[src/logic/pif_pkg.sv]
/*
 * Constants for the interrupt flag and mask block of the power manager:
 * register offsets, field positions, reset values and synchroniser depth.
 * Assumes one system clock and a register port driven by the serial
 * management engine, which decodes the wire protocol elsewhere.
 */
// Summary of operation
// - Switch status bit 5 set when switch three overheats and shuts down.
// - Switch status bit 4 set on switch two overheat or input undervoltage.
// - Switch status bit 3 set when switch one overheats and shuts down.
// - Switch status bits 2 to 0 show switches three to one limiting current.
// - System mask holds six bits masking the six system events in order.
// - Switch mask bits 5-3 mask faults, bits 2-0 mask current limits.
// - A clear mask bit lets its event pull the interrupt pin low.
// - A set mask bit keeps its event away from the interrupt pin.
// - Masking never stops monitoring; status flags record regardless.
// - Switch status at 0x02 resets to zero; bits 7-6 read zero, read-only.
// - All mask bits reset to zero and are host readable and writable.
// - System status reports six system events from bit 5 down to bit 0.
package pif_pkg;

    // ----------------------------------------------------------------
    // Widths
    // ----------------------------------------------------------------
    localparam int ADDR_W = 8;
    localparam int DATA_W = 8;
    localparam int EVT_W = 6;
    localparam int SW_N = 3;

    // ----------------------------------------------------------------
    // Register offsets
    // ----------------------------------------------------------------
    localparam logic [7:0] OFS_SYS_STATUS = 8'h01;
    localparam logic [7:0] OFS_SWITCH_STATUS = 8'h02;
    localparam logic [7:0] OFS_SYS_MASK = 8'h03;
    localparam logic [7:0] OFS_SWITCH_MASK = 8'h04;

    // ----------------------------------------------------------------
    // Reset values and field positions
    // ----------------------------------------------------------------
    localparam logic [5:0] RST_FLAGS = 6'h00;
    localparam logic [5:0] RST_MASK = 6'h00;
    localparam logic [7:0] RST_RDATA = 8'h00;
    localparam logic [1:0] RSVD_VALUE = 2'h0;
    localparam int POS_FAULT_LSB = 3;
    localparam int POS_ILIMIT_LSB = 0;
    localparam int POS_ADAPTER = 4;
    localparam int POS_PUSHBUTTON = 3;

    // ----------------------------------------------------------------
    // Event input synchroniser depth
    // ----------------------------------------------------------------
    localparam int SYNC_STAGES = 3;

endpackage

[src/logic/pif_event_flag.sv]
/*
 * One sticky event flag with its input synchroniser.
 * Assumes event_in comes from outside the clock domain and rst_n is an
 * already synchronised active-low reset.
 */
module pif_event_flag #(
    parameter bit EDGE_MODE = 1'b0
) (
    input wire logic mclk,
    input wire logic rst_n,
    input wire logic event_in,
    input wire logic clear,
    output logic set_pulse,
    output logic flag
);
    import pif_pkg::*;

    logic [SYNC_STAGES-1:0] sync;
    logic settled;
    logic agree;
    logic next_settled;
    logic next_flag;

    // ----------------------------------------------------------------
    // Synchroniser: a change counts once the last two stages agree.
    // ----------------------------------------------------------------
    always_ff @(posedge mclk or negedge rst_n) begin
        if (!rst_n) begin
            sync <= '0;
            settled <= 1'b0;
        end else begin
            sync <= {sync[SYNC_STAGES-2:0], event_in};
            settled <= next_settled;
        end
    end

    assign agree = (sync[1] == sync[2]);
    assign next_settled = agree ? sync[2] : settled;

    // Change mode sets on either edge; level mode sets while high.
    assign set_pulse = EDGE_MODE ? (next_settled != settled) : settled;

    // ----------------------------------------------------------------
    // Sticky flag: a set in the clearing cycle wins.
    // ----------------------------------------------------------------
    assign next_flag = set_pulse | (flag & ~clear);

    always_ff @(posedge mclk or negedge rst_n) begin
        if (!rst_n) begin
            flag <= 1'b0;
        end else begin
            flag <= next_flag;
        end
    end

endmodule

[src/logic/pif_irq_ctrl.sv]
/*
 * Interrupt flags, masks and the active-low interrupt pin of the power
 * manager. Holds the system and switch status registers, both mask
 * registers and the read-clear behaviour.
 * Assumes a register port from the serial management engine: one-cycle
 * read and write strobes with an address, on the same clock as mclk.
 * Event inputs are asynchronous levels from the analog monitors.
 */
module pif_irq_ctrl (
    input wire logic mclk,
    input wire logic rst_b,
    input wire logic [pif_pkg::EVT_W-1:0] sys_event_in,
    input wire logic [pif_pkg::SW_N-1:0] switch_fault_in,
    input wire logic [pif_pkg::SW_N-1:0] switch_ilimit_in,
    input wire logic [pif_pkg::ADDR_W-1:0] reg_addr,
    input wire logic reg_wr,
    input wire logic reg_rd,
    input wire logic [pif_pkg::DATA_W-1:0] reg_wdata,
    output logic [pif_pkg::DATA_W-1:0] reg_rdata,
    output logic reg_rvalid,
    output logic irq_out_low,
    output logic irq_out_low_oe
);
    import pif_pkg::*;

    // ----------------------------------------------------------------
    // Reset release
    // ----------------------------------------------------------------
    logic [1:0] rst_pipe;
    logic rst_sync_b;

    always_ff @(posedge mclk or negedge rst_b) begin
        if (!rst_b) begin
            rst_pipe <= 2'h0;
        end else begin
            rst_pipe <= {rst_pipe[0], 1'b1};
        end
    end

    assign rst_sync_b = rst_pipe[1];

    // ----------------------------------------------------------------
    // Address decode
    // ----------------------------------------------------------------
    wire hit_sys_status = (reg_addr == OFS_SYS_STATUS);
    wire hit_sw_status = (reg_addr == OFS_SWITCH_STATUS);
    wire hit_sys_mask = (reg_addr == OFS_SYS_MASK);
    wire hit_sw_mask = (reg_addr == OFS_SWITCH_MASK);

    wire clr_sys = reg_rd & hit_sys_status;
    wire clr_sw = reg_rd & hit_sw_status;
    wire wr_sys_mask = reg_wr & hit_sys_mask;
    wire wr_sw_mask = reg_wr & hit_sw_mask;

    // ----------------------------------------------------------------
    // Event flags
    // ----------------------------------------------------------------
    logic [EVT_W-1:0] sys_flags;
    logic [EVT_W-1:0] sys_set;
    logic [EVT_W-1:0] sw_flags;
    logic [EVT_W-1:0] sw_set;
    logic [EVT_W-1:0] sw_event_in;

    // Faults of switches three..one above their current limits.
    assign sw_event_in = {switch_fault_in, switch_ilimit_in};

    genvar gi;
    generate
        for (gi = 0; gi < EVT_W; gi = gi + 1) begin : g_evt
            // Adapter and push-button bits record pin changes.
            localparam bit IS_EDGE = (gi == POS_ADAPTER) ||
                (gi == POS_PUSHBUTTON);

            pif_event_flag #(
                .EDGE_MODE(IS_EDGE)
            ) u_sys_flag (
                .mclk(mclk),
                .rst_n(rst_sync_b),
                .event_in(sys_event_in[gi]),
                .clear(clr_sys),
                .set_pulse(sys_set[gi]),
                .flag(sys_flags[gi])
            );

            // Fault bits 5..3 and current-limit bits 2..0.
            pif_event_flag #(
                .EDGE_MODE(1'b0)
            ) u_sw_flag (
                .mclk(mclk),
                .rst_n(rst_sync_b),
                .event_in(sw_event_in[gi]),
                .clear(clr_sw),
                .set_pulse(sw_set[gi]),
                .flag(sw_flags[gi])
            );
        end
    endgenerate

    // ----------------------------------------------------------------
    // Mask registers
    // ----------------------------------------------------------------
    logic [EVT_W-1:0] sys_mask;
    logic [EVT_W-1:0] sw_mask;

    always_ff @(posedge mclk or negedge rst_sync_b) begin
        if (!rst_sync_b) begin
            sys_mask <= RST_MASK;
            sw_mask <= RST_MASK;
        end else begin
            if (wr_sys_mask) begin
                sys_mask <= reg_wdata[EVT_W-1:0];
            end
            if (wr_sw_mask) begin
                sw_mask <= reg_wdata[EVT_W-1:0];
            end
        end
    end

    // ----------------------------------------------------------------
    // Read data
    // ----------------------------------------------------------------
    // Status is captured before the read clears it, so no event is lost.
    wire [EVT_W-1:0] rd_field = hit_sys_status ? sys_flags :
        hit_sw_status ? sw_flags :
        hit_sys_mask ? sys_mask :
        hit_sw_mask ? sw_mask : RST_FLAGS;
    wire [DATA_W-1:0] next_rdata = {RSVD_VALUE, rd_field};

    always_ff @(posedge mclk or negedge rst_sync_b) begin
        if (!rst_sync_b) begin
            reg_rdata <= RST_RDATA;
            reg_rvalid <= 1'b0;
        end else begin
            reg_rvalid <= reg_rd;
            if (reg_rd) begin
                reg_rdata <= next_rdata;
            end
        end
    end

    // ----------------------------------------------------------------
    // Interrupt pin
    // ----------------------------------------------------------------
    wire [EVT_W-1:0] sys_pending = sys_flags & ~sys_mask;
    wire [EVT_W-1:0] sw_pending = sw_flags & ~sw_mask;
    wire any_pending = (|sys_pending) | (|sw_pending);

    // The pin is open drain: driven low while pending, released otherwise.
    always_ff @(posedge mclk or negedge rst_sync_b) begin
        if (!rst_sync_b) begin
            irq_out_low <= 1'b1;
            irq_out_low_oe <= 1'b0;
        end else begin
            irq_out_low <= ~any_pending;
            irq_out_low_oe <= any_pending;
        end
    end
endmodule

[config.mk]
export PLATFORM = sky130hd
export DESIGN_NAME = pif_irq_ctrl
export DESIGN_NICKNAME = d
export VERILOG_FILES = /design/src/logic/pif_pkg.sv /design/src/logic/pif_event_flag.sv /design/src/logic/pif_irq_ctrl.sv
export SDC_FILE = /design/constraint.sdc
export NUM_CORES = 1
export LEC_CHECK = 0
export BUFFER_PORTS_ARGS = -buffer_cell sky130_fd_sc_hd__buf_2
export CORE_ASPECT_RATIO = 1.4
export CORE_MARGIN = 2
export CORE_UTILIZATION = 50
export DETAILED_ROUTE_END_ITERATION = 8
export PLACE_DENSITY_LB_ADDON = 0.08
export REMOVE_ABC_BUFFERS = 1
export SLEW_MARGIN = 30
export SYNTH_ARGS = -nofsm -noshare
export SYNTH_HDL_FRONTEND = slang
export SYNTH_SLANG_ARGS = --single-unit
[constraint.sdc]
create_clock -name mclk -period 2.4 [get_ports mclk]
set_input_delay 0.36 -clock mclk [delete_from_list [all_inputs] [get_ports mclk]]
set_output_delay 0.36 -clock mclk [all_outputs]
set_load 0.01 [all_outputs]
==> summary.md <==
| Metric | Value |
|---|---|
| Clock sink count | `83` |
| Clock-pin slew on the worst setup and hold paths | `around 90 ps` |
| Area Overhead vs Synth | `15.4%` |
| Global Route Usage Sum | `0.172` |
| Final #Nets | `277` |
| Power share of the clock group | `0.379` |
| Max-slew violations | `0` |
| FILL cells | `482` |
| Setup TNS after final layout | `0 ps` |
| Outcome | `completed` |
| Final Hold Fails | `0` |
| RSZ-0062 raised after global routing | `no` |
| Vias after detailed routing | `~1700` |
| # Post-CTS Setup Buffers | `0` |
| Root Buffer | `clkbuf_8` |
| Crit-path max FO | `17` |
| Antenna diodes | `0` |
| CTS Buffer Depth | `2` |
| Setup WS pre-CTS | `469 ps` |
| Total wire length | `5380 µm` |
| Die area | `6820 µm²` |
| Placed cell count | `302` |
| Layout cells sized above 1 | `0.352` |
| Maximum vdd ir drop | `0.593 mV` |
| Post-synth ARST share | `1.00` |
| Synth cell types | `32` |
| Finished Layout Cells | `320` |
| Slowest stage cell on the critical path | `and4_1` |
| CTS Buf Count | `9` |
| Combinational group share of total power | `0.052` |
| Synth area leader | `dfrtp_1` |
| Mapped Avg Cell Area | `around 15 µm²` |
| DRT iter0 DRCs | `about 110` |
| Vias in the first global route | `roughly 1800` |
| Initial DRT Pass Iterations | `4` |
| Req. time, crit path | `around 2600 ps` |
| Most frequent cells after synthesis | `82 x dfrtp_1, 12 x and4bb_2, 12 x maj3_1` |
| Critical path launch point | `reg_addr[0]` |
| Final min period | `1610 ps` |
| Initial cell density of the core | `0.522` |
| Hold WC Path Type | `in2reg` |
| Initial antenna violation count | `0` |
| Maxcap violations | `0` |
| Drt wl/cell | `16.8 µm` |
| Leak | `1.52 nW` |
| Number of synthesized register bits | `a little over 80` |
| Top cells by area, synth | `dfrtp_1 67%, and4bb_2 4.9%, maj3_1 3.9%` |
| Final Setup Violations | `0` |
| Sw Share | `0.236` |
| P_int | `0.00203 W` |
| Ys flop type | `dfrtp_1` |
| Cell Area, Synth | `3080 µm²` |
| Fmax | `0.621 GHz` |
| Setup ws final | `approximately 790 ps` |
| Worst-margin pin slew | `609 ps` |
| Synth top area share | `0.665` |
| Die W | `70.4 µm` |
| Max Clock Skew | `10.3 ps` |
| Final Cycle Share | `0.670` |
| CP endpoint kind | `flip-flop` |
| Post-Syn Instances | `200` |
| Global route overflow | `0` |
| Slowest stage delay, CP | `470 ps` |
| Rel. slew slack | `0.584` |
| Drt via density | `around 5.4` |
| Net Switching | `0.000626 W` |
| Routed Antenna Nets | `0` |
| Critical path class | `in2reg` |
| Detailed Place HPWL | `3700 µm` |
| Yosys synthesis warning count | `0` |
| Clk_lat worst skew | `approximately 350 ps` |
| Sequential Power Share | `0.569` |
| Worst reg2reg startpoint | `g_evt[2].u_sw_flag.flag` |
| Most instantiated library cell after synthesis | `dfrtp_1` |
| Seq/Total Area, Yosys | `0.674` |
| Ports | `43` |
| EDFF count, synth | `0` |
| CP Launch Type | `input port` |
| Placer congestion estimate | `0.770` |
| Placeable Area | `5900 µm²` |
| CTS H-tree depth | `3` |
| CTS tree | `done` |
| Worst-path cell chain | `buf_2 > nor2b_2 > and4_1 > mux2_2` |
| HP Start | `switch_ilimit_in[0]` |
| IO Port Bufs | `38` |
| Num rows | `33` |
| Pin count of the biggest net entering global routing | `82` |
| Drt drc | `0` |
| Die height | `just under 100 µm` |
| Pwr dens | `745 nW/µm²` |
| CP arrival | `1840 ps` |
| Global-route wire length before repair | `9160 µm` |
## metrics by stage
step	util	cell area [µm²]	hold WS [ps]	power [W]
6_report	0.603	3560	111	0.00265
5_1_grt	0.603	3560	95.2	0.00276
4_1_cts	0.598	3530	104	0.00267
3_5_place_dp	0.562	3320	148	0.00167
3_3_place_gp	0.562	3320	144	0.00166
2_1_floorplan	-	3040	64.4	0.00160
## worst paths after layout
check	slack, ps	endpoint	cells past startpoint
setup / recovery	790	sys_mask[2]	4
hold / removal	110	g_evt[0].u_sw_flag.sync[0]	1
setup reg to reg	870	reg_rdata[2]	3
hold reg to reg	270	g_evt[0].u_sw_flag.sync[2]	0
max in group asynchronous	1560	g_evt[0].u_sys_flag.sync[0]	1
min in group asynchronous	270	g_evt[0].u_sw_flag.sync[2]	0
## cells in the final DEF (no fill, tap or decap), types with 2 or more instances in the layout
cell type and instances:
dfrtp_1 81, buf_2 38, maj3_1 12, and4bb_2 12
nor2b_1 11, nor2_1 11, a21o_1 10, inv_1 9
clkbuf_8 9, a2111oi_0 6, mux2_4 6, o32ai_1 6
mux2_2 6, nand2_1 3, conb_1 3, nor3b_4 2
a221o_1 2, a2111oi_1 2, clkinvlp_4 2
## layer usage
metal | up-vias | track usage | part of all wire
met5 | - | 0 | 0
met3 | 15 | 0.0333 | 0.036
met4 | 0 | 0.102 | 0.036
met2 | 42 | 0.272 | 0.49
li1 | 803 | - | -
met1 | 871 | 0.219 | 0.44
## cells by family (layout without fill, tap and decap cells)
| family | after synthesis | count (layout) | share of synthesized area |
|---|---|---|---|
| simple gates | 48 | 48 | 0.130 |
| buf+inv | 16 | 65 | 0.0272 |
| other cells | 2 | 3 | 0.00243 |
| mux | 12 | 12 | 0.0511 |
| fa+ha+maj | 12 | 12 | 0.0389 |
| flops | 83 | 83 | 0.674 |
| compound gates | 27 | 27 | 0.0763 |
## cell type report
type                       instances  area (µm²)  share of cell area
tap                               70        87.6              0.0246
timing repair buffer              40         228              0.0640
multi-input combinational        102         926               0.260
inverter                           9        33.8             0.00949
clock inverter                     6        73.8              0.0207
clock buffer                      10         128              0.0359
sequential                        83        2080               0.585
## sequential cells by signal (all words and copies together) (netlist names)
name,flops
reg_rdata,6
sys_mask,6
g_evt.u_sys_flag.sync,18
rst_pipe,2
g_evt.u_sys_flag.settled,2
g_evt.u_sys_flag.flag,6
sw_mask,6
g_evt.u_sw_flag.flag,6
g_evt.u_sw_flag.sync,18
reg_rvalid,1
g_evt.u_sys_flag.set_pulse,4
irq_out_low,1
g_evt.u_sw_flag.set_pulse,6
irq_out_low_oe,1
## critical path: cells and delay by family
family	cells	cell delay, ps
buffers and inverters	1	250
muxes	1	390
and+or+nand+nor	2	840
## power by group through the flow
stage                     logic [W]  clock network, W  registers (W)
after detailed placement   0.000117                 0        0.00155
after global routing       0.000154           0.00109        0.00152
after global placement     0.000112                 0        0.00155
after floorplan           0.0000653                 0        0.00154
after CTS                  0.000119           0.00103        0.00153
final                      0.000138           0.00101        0.00151
## timing repair
action                                 in CTS  in global routing
endpoints found under the hold margin       2                  0
resized for setup                           0                  0
hold buffers                                1                  0
Note: power is estimated with default switching activity, not from simulation.
